--- src/shared/scp_pkg.sv ---
/*
  scp_pkg: constants and carrier types for the sensor parameter bank.
  assumes one 50 MHz clock domain and a command engine that decodes the
  serial link and issues one parameter command at a time.
*/
package scp_pkg;

  localparam int unsigned SCP_DEPTH = 32;
  localparam int unsigned SCP_AW = 5;

  // entry offsets
  localparam logic [7:0] SCP_OFS_BUS_ADDR = 8'h00;
  localparam logic [7:0] SCP_OFS_CHAN_LIST = 8'h01;
  localparam logic [7:0] SCP_OFS_LED_SEL12 = 8'h02;
  localparam logic [7:0] SCP_OFS_LED_SEL3 = 8'h03;
  localparam logic [7:0] SCP_OFS_AMB_HIST = 8'h19;
  localparam logic [7:0] SCP_OFS_CONV_OFS = 8'h1a;
  localparam logic [7:0] SCP_OFS_RSVD_1B = 8'h1b;
  localparam logic [7:0] SCP_OFS_LED_RECOVERY_TIME = 8'h1c;
  localparam logic [7:0] SCP_OFS_IR_REC = 8'h1d;
  localparam logic [7:0] SCP_OFS_IR_GAIN = 8'h1e;
  localparam logic [7:0] SCP_OFS_IR_MISC = 8'h1f;

  // reset values
  localparam logic [7:0] SCP_RST_BUS_ADDR = 8'h00;
  localparam logic [7:0] SCP_RST_CHAN_LIST = 8'h00;
  localparam logic [7:0] SCP_RST_LED_SEL12 = 8'h21;
  localparam logic [7:0] SCP_RST_LED_SEL3 = 8'h04;
  localparam logic [7:0] SCP_RST_OTHER = 8'h00;

  // writable bits per entry; reserved bits store and read as zero
  localparam logic [7:0] SCP_MSK_CHAN_LIST = 8'h77;
  localparam logic [7:0] SCP_MSK_LED_SEL12 = 8'h77;
  localparam logic [7:0] SCP_MSK_LED_SEL3 = 8'h07;
  localparam logic [7:0] SCP_MSK_RSVD = 8'h00;
  localparam logic [7:0] SCP_MSK_FULL = 8'hff;

  // field positions
  localparam int unsigned SCP_BIT_AUX = 6;
  localparam int unsigned SCP_BIT_AMB_IR = 5;
  localparam int unsigned SCP_BIT_AMB_VIS = 4;
  localparam int unsigned SCP_BIT_PROX3 = 2;
  localparam int unsigned SCP_BIT_PROX2 = 1;
  localparam int unsigned SCP_BIT_PROX1 = 0;
  localparam int unsigned SCP_LSB_LED_LO = 0;
  localparam int unsigned SCP_LSB_LED_HI = 4;

  typedef enum logic [1:0] {
    SCP_OP_NONE = 2'h0,
    SCP_OP_READ = 2'h1,
    SCP_OP_WRITE = 2'h2,
    SCP_OP_ADOPT = 2'h3
  } scp_op_e;

  typedef struct packed {
    scp_op_e op;
    logic [7:0] offset;
    logic [7:0] data;
  } scp_cmd_s;

  typedef struct packed {
    logic aux_enable;
    logic ambient_ir_enable;
    logic ambient_visible_enable;
    logic prox_three_enable;
    logic prox_two_enable;
    logic prox_one_enable;
  } scp_chan_s;

  typedef struct packed {
    logic [2:0] prox_three_led_field;
    logic [2:0] prox_two_led_field;
    logic [2:0] prox_one_led_field;
  } scp_led_s;

endpackage

--- src/verilog/scp_param_bank.sv ---
/*
  scp_param_bank: indirectly addressed parameter memory of the sensor.
  assumes a command engine that hands over decoded read, write and
  adopt-address commands as one-cycle strobes, synchronous to i_clk.
*/
// What this block does
// entries are reached only by parameter read and write commands.
// the bus address changes only when the adopt command copies entry 0x00.
// list bits 6, 5, 4 enable aux, ambient infrared and visible channels.
// list bits 2, 1 and 0 enable proximity channels three, two and one.
// the host writes a non-zero channel list before starting a measurement.
// the address entry and the channel list reset to zero, no channel on.
// first LED entry bits 2:0 pick LEDs for proximity one, 000 drives none.
// first LED entry bits 6:4 pick LEDs for proximity two.
// second LED entry bits 2:0 pick LEDs for proximity three.
// field bit 0 drives LED one, bit 1 LED two, bit 2 LED three, any mix.
// first LED entry resets to LED one for prox one, LED two for prox two.
// the second LED entry resets to LED three for proximity three.
// a read returns the last value written there with reserved bits zero, or the reset value.
`timescale 1ns/1ps
`default_nettype none
module scp_param_bank #(
  parameter logic [7:0] BOOT_BUS_ADDR = 8'h2a // arbitrary start address
) (
  input wire logic i_clk,
  input wire logic i_arst_n,
  input wire logic i_ce,
  input wire logic i_cmd_valid,
  input wire scp_pkg::scp_cmd_s i_cmd,
  output logic o_rsp_valid,
  output logic [7:0] o_rsp_data,
  output logic [7:0] o_bus_address,
  output logic o_meas_allowed,
  output scp_pkg::scp_chan_s o_chan,
  output scp_pkg::scp_led_s o_led
);
  import scp_pkg::*;

  logic [7:0] mem_q [SCP_DEPTH];
  logic [7:0] mem_d [SCP_DEPTH];
  logic [7:0] addr_q, addr_d;
  logic rsp_valid_q, rsp_valid_d;
  logic [7:0] rsp_data_q, rsp_data_d;
  logic allowed_q, allowed_d;
  logic take;
  logic in_range;
  logic [SCP_AW-1:0] idx;

  function automatic logic [7:0] rst_val(input int unsigned i);
    case (i)
      int'(SCP_OFS_BUS_ADDR): rst_val = SCP_RST_BUS_ADDR;
      int'(SCP_OFS_CHAN_LIST): rst_val = SCP_RST_CHAN_LIST;
      int'(SCP_OFS_LED_SEL12): rst_val = SCP_RST_LED_SEL12;
      int'(SCP_OFS_LED_SEL3): rst_val = SCP_RST_LED_SEL3;
      default: rst_val = SCP_RST_OTHER;
    endcase
  endfunction

  function automatic logic [7:0] wr_mask(input int unsigned i);
    case (i)
      int'(SCP_OFS_CHAN_LIST): wr_mask = SCP_MSK_CHAN_LIST;
      int'(SCP_OFS_LED_SEL12): wr_mask = SCP_MSK_LED_SEL12;
      int'(SCP_OFS_LED_SEL3): wr_mask = SCP_MSK_LED_SEL3;
      int'(SCP_OFS_RSVD_1B): wr_mask = SCP_MSK_RSVD;
      default: wr_mask = SCP_MSK_FULL;
    endcase
  endfunction

  // only the command port reaches the entries, there is no address map
  assign take = i_ce && i_cmd_valid;
  assign in_range = i_cmd.offset < 8'(SCP_DEPTH);
  assign idx = i_cmd.offset[SCP_AW-1:0];

  // one entry per generate step; unmapped offsets are ignored
  for (genvar g = 0; g < SCP_DEPTH; g++) begin : g_ent
    always_comb begin
      mem_d[g] = mem_q[g];
      if (take && in_range && i_cmd.op == SCP_OP_WRITE &&
          idx == SCP_AW'(g)) begin
        mem_d[g] = i_cmd.data & wr_mask(g);
      end
    end
    always_ff @(posedge i_clk or negedge i_arst_n) begin
      if (!i_arst_n) begin
        mem_q[g] <= rst_val(g);
      end else if (i_ce) begin
        mem_q[g] <= mem_d[g];
      end
    end
  end

  always_comb begin
    addr_d = addr_q;
    rsp_valid_d = take && i_cmd.op != SCP_OP_NONE;
    rsp_data_d = 8'h00;
    if (take && i_cmd.op == SCP_OP_READ && in_range) begin
      rsp_data_d = mem_q[idx];
    end
    // writing entry 0x00 alone never moves the live address
    if (take && i_cmd.op == SCP_OP_ADOPT) begin
      addr_d = mem_q[SCP_OFS_BUS_ADDR[SCP_AW-1:0]];
    end
    // flag from the next list value so the output stays a flop
    allowed_d = |mem_d[SCP_OFS_CHAN_LIST[SCP_AW-1:0]];
  end

  always_ff @(posedge i_clk or negedge i_arst_n) begin
    if (!i_arst_n) begin
      addr_q <= BOOT_BUS_ADDR;
      rsp_valid_q <= 1'b0;
      rsp_data_q <= 8'h00;
      allowed_q <= 1'b0;
    end else if (i_ce) begin
      addr_q <= addr_d;
      rsp_valid_q <= rsp_valid_d;
      rsp_data_q <= rsp_data_d;
      allowed_q <= allowed_d;
    end
  end

  assign o_rsp_valid = rsp_valid_q;
  assign o_rsp_data = rsp_data_q;
  assign o_bus_address = addr_q;
  assign o_meas_allowed = allowed_q;

  // channel enables are bits of the stored list
  logic [7:0] chl;
  logic [7:0] l12;
  logic [7:0] l3;
  assign chl = mem_q[SCP_OFS_CHAN_LIST[SCP_AW-1:0]];
  assign l12 = mem_q[SCP_OFS_LED_SEL12[SCP_AW-1:0]];
  assign l3 = mem_q[SCP_OFS_LED_SEL3[SCP_AW-1:0]];
  assign o_chan.aux_enable = chl[SCP_BIT_AUX];
  assign o_chan.ambient_ir_enable = chl[SCP_BIT_AMB_IR];
  assign o_chan.ambient_visible_enable = chl[SCP_BIT_AMB_VIS];
  assign o_chan.prox_three_enable = chl[SCP_BIT_PROX3];
  assign o_chan.prox_two_enable = chl[SCP_BIT_PROX2];
  assign o_chan.prox_one_enable = chl[SCP_BIT_PROX1];
  // field bit n drives LED n+1; mixes pass straight through
  assign o_led.prox_one_led_field = l12[SCP_LSB_LED_LO +: 3];
  assign o_led.prox_two_led_field = l12[SCP_LSB_LED_HI +: 3];
  assign o_led.prox_three_led_field = l3[SCP_LSB_LED_LO +: 3];

  logic fresh_q;
  always_ff @(posedge i_clk or negedge i_arst_n) begin
    if (!i_arst_n) begin
      fresh_q <= 1'b1;
    end else if (i_ce && i_cmd_valid) begin
      fresh_q <= 1'b0;
    end
  end
endmodule
`default_nettype wire
--- config.mk ---
export PLATFORM = sky130hd
export DESIGN_NAME = scp_param_bank
export DESIGN_NICKNAME = d
export VERILOG_FILES = /design/src/shared/scp_pkg.sv /design/src/verilog/scp_param_bank.sv
export SDC_FILE = /design/constraint.sdc
export NUM_CORES = 1
export LEC_CHECK = 0
export ABC_AREA = 1
export BUFFER_PORTS_ARGS = -buffer_cell sky130_fd_sc_hd__buf_2
export CAP_MARGIN = 20
export CORE_MARGIN = 5
export CORE_UTILIZATION = 36
export CTS_CLUSTER_DIAMETER = 150
export DETAILED_ROUTE_END_ITERATION = 8
export HOLD_SLACK_MARGIN = 0.05
export PLACE_DENSITY = 0.55
export SLEW_MARGIN = 30
export SYNTH_ARGS = -nofsm -noshare
export SYNTH_HDL_FRONTEND = slang
export SYNTH_SLANG_ARGS = --single-unit
export TNS_END_PERCENT = 1
--- constraint.sdc ---
create_clock -name i_clk -period 1.6 [get_ports i_clk]
set_clock_uncertainty 0.2 [all_clocks]
set_input_delay 0.16 -clock i_clk [delete_from_list [all_inputs] [get_ports i_clk]]
set_output_delay 0.16 -clock i_clk [all_outputs]
set_load 0.005 [all_outputs]
== After elaboration in Yosys (flattened, before gate mapping) ==
Index checks and enable logic that the tools add are counted.

* Register bits after elaboration: 259

* Order comparisons: 2
* Equal/unequal tests: 33
* Mux-type cells: 5
* Bitwise operators: 1
* Reductions and logical operators: 72

{| class="wikitable"
|+ Operators with widths
! cell !! count
|-
| 5-bit equality test (second input constant) || 15
|-
| 2-bit AND reduction || 31
|-
| 8-bit binary-select mux with 5-bit select || 1
|-
| 5-bit by 4-bit equality test with 1-bit output (second input constant) || 8
|-
| 1-bit logical AND || 38
|-
| 8-bit two-way mux || 4
|-
| 5-bit by 3-bit equality test with 1-bit output (second input constant) || 4
|-
| 5-bit by 2-bit equality test with 1-bit output (second input constant) || 2
|-
| 8-bit by 6-bit less-than comparator with 1-bit output (second input constant) || 1
|-
| 8-bit OR reduction || 1
|-
| 6-bit greater-or-equal comparator (second input constant) || 1
|-
| 5-bit inverter with 6-bit output || 1
|-
| 5-bit by 1-bit equality test with 1-bit output (second input constant) || 1
|-
| 5-bit logical NOT || 1
|-
| 2-bit equality test (second input constant) || 2
|-
| 2-bit by 1-bit equality test with 1-bit output (second input constant) || 1
|-
| 2-bit nonzero test || 1
|}

== Depth between registers and ports, before layout ==
Gate-level depths: netlist of the first run.

* Depth in word-level cells: 6
* Mapped depth: 13
* Depth with buffers taken out: 11

== Worst setup path before layout of the first run ==
No wires, ideal clock.

* Path kind: in2reg
* Start point: input i_cmd[8] (netlist bit)
* End point: register allowed_q, in the netlist o_meas_allowed
* Arrival: 1.302 ns
* Path slack: -0.014 ns
* Stages: 11
* Buffers on the path: 2
* Cell sequence: buf_4 > inv_2 > nor2_2 > nand3_1 > nor2_1 > buf_4 > nand2_1 > o21ai_0 > nand3_1 > nand2_1 > inv_1

* Longest elaborated chain between the ends: 6

{| class="wikitable"
|+ Ends and longest elaborated chain
! item !! line !! source
|-
| start: declaration || scp_param_bank.sv:29 || <nowiki>input wire scp_pkg::scp_cmd_s i_cmd,</nowiki>
|-
| 8-bit by 6-bit less-than comparator with 1-bit output || scp_param_bank.sv:71 || <nowiki>assign in_range = i_cmd.offset < 8'(SCP_DEPTH);</nowiki>
|-
| 1-bit logical AND (2 in series) || scp_param_bank.sv:78 || <nowiki>if (take && in_range && i_cmd.op == SCP_OP_WRITE &&</nowiki>
|-
| 1-bit logical AND (*) || scp_param_bank.sv:78 ||
|-
| 8-bit two-way mux (*) || scp_param_bank.sv:78 ||
|-
| 8-bit OR reduction (*) || scp_param_bank.sv:104 || <nowiki>allowed_d = |mem_d[SCP_OFS_CHAN_LIST[SCP_AW-1:0]];</nowiki>
|-
| end signal: assignment || scp_param_bank.sv:117 || <nowiki>allowed_q <= allowed_d;</nowiki>
|-
| end: declaration || scp_param_bank.sv:44 || <nowiki>logic allowed_q, allowed_d;</nowiki>
|}

Every way passes the cells marked *; elsewhere a longest branch is shown, timed or not.
A chain may end at the register's enable or synchronous reset.

== Final worst setup path of the first run ==
* Start point: register mem_q, in the netlist l12[0]
* End point: output o_led[0] (netlist bit)

{| class="wikitable"
|+ RTL lines
! item !! line !! source
|-
| start: declaration || scp_param_bank.sv:39 || <nowiki>logic [7:0] mem_q [SCP_DEPTH];</nowiki>
|-
| start signal: indexed assignment || scp_param_bank.sv:85 || <nowiki>mem_q[g] <= rst_val(g);</nowiki>
|-
| start signal: indexed assignment || scp_param_bank.sv:87 || <nowiki>mem_q[g] <= mem_d[g];</nowiki>
|-
| end: declaration || scp_param_bank.sv:35 || <nowiki>output scp_pkg::scp_led_s o_led</nowiki>
|}

No word-level cell between the ends.

==> reports/summary.txt, run 1 <==
Seq/Total Area, Yosys -> 0.538
Commonest cells after routing, fill and taps aside -> nand2_1, dfrtp_1, o21ai_0
Initial antenna violation count -> 0
Port buffer count -> 54
Vias -> 10,400
CTS Root Cell -> clkbuf_16
Mean Syn Cell Area -> 7.94 sq um
Syn. warnings -> 0
Drt via density -> 4.92
Die Height -> 193 um
Crit. path cell count -> 1
Power per cell area -> 963 nW/um^2
Syn_nets -> 1,540
Mux share of post-synthesis cell area -> 0
Slew HR -> 0.776
Synth-to-layout area growth -> 24.8%
WP data required -> 1.24 ns
Hold path cells -> 6
Core Region -> 33,300 sq um
CP Capture Type -> primary output
Crit path arrival time -> 1.21 ns
Worst Min Path Start -> i_cmd[15]
CTS clk-pin slew, worst paths -> 0.06 ns
Crit-path slowest cell -> dfstp_2
Antenna diodes -> 0
Yosys cell types -> 31
Number of global-route vias before repair -> 10,200
Post-Synth Adder-Cell Area -> 0
WS Path Type -> flop to primary output
Die Width -> 193 um
Post-route DRC -> 0
Clock latency on the worst-skew pair -> 0.55 ns
XOR/XNOR Fraction of Synth Area -> 0
Antenna Nets Post-Route -> 0
Slew @ Worst Pin -> 0.336 ns
CTS tree -> yes
Largest net degree at the start of global routing -> 57
Peak supply drop -> 829 uV
Final WL -> 37,800 um
Seq cells post-synth -> 259
Minimum clock period -> 1.57 ns
Critical path launch point -> l12[0]$_DFFE_PN1P_
Worst Reg-to-Reg Cells -> 10
Core Rows -> 67
Post-Route Utilization -> 0.452
Placer Congestion -> 0.885
GRT Residual Overflow -> 0
Critical path startpoint category -> flop
Overall Global Routing Usage -> 0.204
Unrepaired setup endpoints after global routing -> yes
Outcome -> finished with violations
TritonCTS buffer count -> 29
Worst-path cell chain -> buf_2
Wire per inst -> 17.8 um
Hold_buf cts -> 19
Leakage -> 0.00733 uW
Fin crit share -> 0.979
Final cell count without fillers -> 2,121
Pre-antenna DRT Iters -> 5
Max Buffers Root-to-Sink -> 3
CP Max Fanout -> 3
Final hold slack -> -0.0975 ns
Fmax -> 638 MHz
Commonest non-fill, non-tap cell in the layout -> nand2_1
H-Tree Depth -> 1
Fin. Hold Viols -> 1
Post-Place Cells -> 2,048
Share of layout cells above drive strength 1 -> 0.169
Starting Density -> 0.362
Main combinational cell family by area after synthesis -> simple AND/OR/NAND/NOR gates
Delay-heaviest family, CP -> flip-flops
Crit path buffers/inverters -> 1
Max Cap Viol -> 0
Mapped Cells -> 1,518
CTS Sinks -> 259
Compound-gate portion of the synthesized area -> 0.117
Slew Viols, Final -> 0
Failing checks -> hold timing
Final setup vio count -> 0
Reg2reg start -> mem_q[197]$_DFFE_PN0P_
Die area -> 37,200 sq um
Hpwl dp -> 25,500 um
Synth Area in Simple Gates -> 0.286
Io pins -> 55
Worst hold path type -> primary input to flop
First-pass GRT wire length -> 59,200 um
Final #Nets -> 1,673
Iteration-0 DRC count of the detailed router -> 807
Worst path max stage delay -> 0.55 ns
Synth Cell Area -> 12,100 sq um
power breakdown:
part           internal [uW]  switching, uW
Sequential              6610           29.5
Clock                   4090           2690
Combinational            369            704
Total                  11100           3420
through the flow:
step           total power, uW  instance area [sq um]  setup WS, ns  setup TNS [ns]
3_5_place_dp              7790                  13800        -0.386          -22.98
3_3_place_gp              7780                  13800        -0.405          -21.00
5_1_grt                  15000                  15000       -0.0215         -0.0320
4_1_cts                  14600                  15000       0.00858               0
2_1_floorplan             7120                  12100      -0.00849         -0.0255
6_report                 14500                  15000        0.0331               0
cells in the mapped netlist:
master / count / area share
dfrtp_1: 253 / 0.53
o21bai_1: 1 / 0.00062
nand2_2: 1 / 0.00052
nand3_4: 5 / 0.0073
o21ai_0: 221 / 0.092
o21ai_1: 20 / 0.0083
a22oi_1: 2 / 0.0012
buf_4: 18 / 0.011
buf_1: 4 / 0.0012
nand3_1: 56 / 0.023
clkinv_1: 1 / 0.00031
nand4_2: 3 / 0.0031
or2_2: 1 / 0.00052
clkinv_2: 1 / 0.00041
clkbuf_1: 46 / 0.014
dfstp_2: 6 / 0.013
nor2_8: 3 / 0.0050
a21oi_1: 36 / 0.015
inv_1: 44 / 0.014
nor3_2: 3 / 0.0025
inv_2: 3 / 0.00093
buf_2: 37 / 0.015
nand3_2: 5 / 0.0042
nor2_4: 2 / 0.0019
buf_6: 1 / 0.00093
nor4_4: 2 / 0.0035
nor2_2: 5 / 0.0026
nand2_1: 653 / 0.20
nand4_1: 10 / 0.0052
nor2_1: 74 / 0.023
nor3_1: 1 / 0.00041
layout make-up:
cell class,instances,area [sq um]
tap,448,561
timing repair buffer,208,1940
clock buffer,44,842
multi-input combinational,1104,4900
inverter,49,185
sequential,259,6490
clock inverter,9,123
fill,3320,18200
sequential cells by signal (all words and copies together) (netlist names):
register,count
chl,8
l12,6
l3,3
mem_q,224
o_bus_address,8
o_meas_allowed,1
o_rsp_data,8
o_rsp_valid,1
worst paths after layout:
check	endpoint	slack [ns]
max reg2reg	o_rsp_data[5]$_DFFE_PN0P_	0.04
min in group asynchronous	mem_q[23]$_DFFE_PN0P_	0.41
min	chl[2]$_DFFE_PN0P_	-0.1
min reg2reg	o_rsp_data[5]$_DFFE_PN0P_	0.28
max	o_led[0]	0.03
max in group asynchronous	o_bus_address[1]$_DFFE_PN1P_	0.16
routing by layer:
metal / GRT usage / vias up / wire [um]
li1: - / 5113 / -
met1: 0.299 / 5049 / 18000
met2: 0.327 / 229 / 17300
met3: 0.0247 / 49 / 1660
met4: 0.0493 / 0 / 806
met5: 0 / - / 0
logic make-up after synthesis:
logic type | count (synthesis)
buffers and inverters | 155
DFF | 259
and+or+nand+nor | 824
AOI/OAI and AO/OA | 280
repair_timing:
action                                  in CTS  in global routing
endpoints found under the setup margin       0                  7
gates resized for setup                      0                 15
endpoints found under the hold margin      470                  1
setup buffers                                0                  2
Note: power is estimated with default switching activity, not from simulation.
==> run 2, diff against run 1 <==
- ABC_AREA: 1 -> 0
==> run 2 against run 1 <==
  * Register-to-register slack worse by 0.41 ns
  * Maximum frequency down 20%
  * Global-route usage fell by 2.0 points
  * First-iteration DRC count down 44%
  * Sequential share of layout area fell by 2.6 points
  * Synthesized cell count decreased by 42%
  * Cell count fell by 27%
  * Critical endpoint is now o_rsp_data[3]$_DFFE_PN0P_
  * Combinational power barely moved
  * Sequential power is 0.6% lower
  * Critical path depth up 3
  * Largest power group unchanged
  * Power shrank 0.35%
  * Routed wire length down 6.2%
  * The flow finishes with violations (hold timing, setup timing)
==> reports/summary.txt, run 2 <==
Antenna Nets Post-Route -> 0
Die Width -> 196 um
Worst path max stage delay -> 0.45 ns
Mapped Cells -> 881
Synth top area share -> 0.507
Total power -> 14,400 uW
Core Rows -> 68
Top-count cell post-synth -> dfrtp_1
Synth Cell Area -> 12,500 sq um
Hpwl dp -> 24,600 um
Slew HR -> 0.652
Fin crit share -> 1.23
Clock latency on the worst-skew pair -> 0.55 ns
CTS clk-pin slew, worst paths -> 0.06 ns
Async SR Flop Fraction -> 1.00
Die Height -> 196 um
CP Capture Type -> flop
CTS Sinks -> 259
Max reg flops -> 224
Largest net degree at the start of global routing -> 65
GRT Residual Overflow -> 0
Syn_nets -> 903
Drt via density -> 5.27
Crit-path slowest cell -> mux4_2
Vias -> 8,174
Placer Congestion -> 0.898
Outcome -> finished with violations
Post-Place Cells -> 1,484
Starting Density -> 0.363
Final hold slack -> -0.0382 ns
Final WL -> 35,400 um
Max Cap Viol -> 0
Seq cells post-synth -> 259
Synth top area cells -> dfrtp_1, mux2_2, mux4_2
Crit path arrival time -> 2.21 ns
Worst hold path type -> primary input to flop
Final #Nets -> 1,097
Syn. warnings -> 0
Synth cell count leaders -> dfrtp_1, mux2_2, mux2i_1, nand2_1, clkbuf_1
Initial antenna violation count -> 0
CP Max Fanout -> 2
Max Buffers Root-to-Sink -> 3
Number of synthesized flops with an enable pin -> 0
Final setup vio count -> 9
Post-CTS setup buffers -> 0
Fmax -> 508 MHz
Port buffer count -> 54
Slew Viols, Final -> 0
Filler cells -> 3,107
Wire per inst -> 22.8 um
Post-route DRC -> 0
Synth-to-layout area growth -> 28.3%
Fin. Hold Viols -> 1
Io pins -> 55
WP data required -> 1.84 ns
Hold_buf cts -> 16
Synth area leader -> dfrtp_1
Failing checks -> hold timing, setup timing
Leakage -> 0.00787 uW
Die area -> 38,500 sq um
Pre-antenna DRT Iters -> 5
Seq/Total Area, Yosys -> 0.519
Slew @ Worst Pin -> 0.517 ns
Commonest non-fill, non-tap cell in the layout -> dfrtp_1
Minimum clock period -> 1.97 ns
Prevailing post-synth register cell -> dfrtp_1
Overall Global Routing Usage -> 0.185
Final worst setup slack -> -0.370 ns
Yosys cell types -> 62
Share of layout cells above drive strength 1 -> 0.542
Worst R2R Setup Slack -> -0.37 ns
Top reg by flops -> mem_q
Commonest cells after routing, fill and taps aside -> dfrtp_1, mux2_2, buf_4
First-pass GRT wire length -> 55,200 um
Mean Syn Cell Area -> 14.2 sq um
Post-Route Utilization -> 0.466
Critical path startpoint category -> flop
Power per cell area -> 901 nW/um^2
WS Path Type -> flop to flop
CTS Root Cell -> clkbuf_16
TritonCTS buffer count -> 28
Final cell count without fillers -> 1,551
Number of global-route vias before repair -> 8,601
Unrepaired setup endpoints after global routing -> yes
Delay-heaviest family, CP -> multiplexers
Worst-path cell chain -> mux4_2 > mux2_4 > a2111o_1 > and3_1
Iteration-0 DRC count of the detailed router -> 449
Setup TNS -> -2.08 ns
Peak supply drop -> 652 uV
Core Region -> 34,400 sq um
Crit path buffers/inverters -> 0
CTS tree -> yes
Antenna diodes -> 0
H-Tree Depth -> 1
run 2: cell types whose count changed after synthesis, moves of 10 or more:
| cell | before | now |
|---|---|---|
| o21ai_1 | 20 | 0 |
| nor2_1 | 74 | 24 |
| o21ai_0 | 221 | 7 |
| mux2_2 | 0 | 242 |
| nand3_1 | 56 | 14 |
| mux4_2 | 0 | 24 |
| o211ai_1 | 0 | 10 |
| nand2_1 | 653 | 31 |
| inv_1 | 44 | 5 |
| buf_2 | 37 | 12 |
| mux2i_1 | 0 | 52 |
| a21oi_1 | 36 | 8 |
| clkbuf_1 | 46 | 29 |
run 2: path summary, 6_finish.rpt:
path	cells past startpoint	startpoint	to
setup / recovery	4	mem_q[187]$_DFFE_PN0P_	o_rsp_data[3]$_DFFE_PN0P_
hold / removal	4	i_cmd[12]	chl[1]$_DFFE_PN0P_
setup reg to reg	4	mem_q[187]$_DFFE_PN0P_	o_rsp_data[3]$_DFFE_PN0P_
hold reg to reg	1	mem_q[22]$_DFFE_PN0P_	mem_q[22]$_DFFE_PN0P_
max in group asynchronous	5	i_arst_n	mem_q[56]$_DFFE_PN0P_
min in group asynchronous	3	i_arst_n	o_rsp_data[7]$_DFFE_PN0P_
run 2: cell type report:
cell class	count	area, sq um	area share
clock inverters	9	125	0.00781
well taps	455	569	0.0355
flip-flops and latches	259	6490	0.405
inverters	5	18.8	0.00117
repair buffers	241	2290	0.143
clock buffers	42	845	0.0527
multi-input cells	540	5690	0.355
run 2: logic make-up after synthesis:
group,synth area share
flip-flops,0.519
buffers and inverters,0.0385
AO/OA/AOI/OAI,0.0375
AND/OR/NAND/NOR,0.0765
multiplexers,0.328
run 2: layer usage:
layer	GRT usage	wire, um
met2	0.297	16700
met3	0.0251	1660
met4	0.0310	418
met1	0.272	16700
met5	0	0
run 2: power by group:
part | switching, uW | internal (uW) | total, uW
clock network | 2650 | 4110 | 6750
registers | 17.7 | 6580 | 6600
logic | 646 | 430 | 1080
run 2: what timing repair did:
| action | CTS | global route |
|---|---|---|
| gates resized for setup | 23 | 22 |
| pin swaps | 3 | 3 |
| gates cloned | 0 | 0 |
| setup endpoints to repair | 41 | 129 |
| hold endpoints to repair | 334 | 3 |
run 2: stage by stage:
stage | setup WS [ns] | area [sq um]
after floorplan | -0.315 | 12600
after global placement | -0.856 | 14700
after detailed placement | -0.865 | 14700
after CTS | -0.370 | 15900
after global routing | -0.421 | 16000
final | -0.370 | 16000
run 2: worst register-to-register path, cell delays in order, from the launching register on:
cell	delay (ns)
dfrtp_1	0.39
mux4_2	0.45
mux2_4	0.30
a2111o_1	0.36
and3_1	0.16
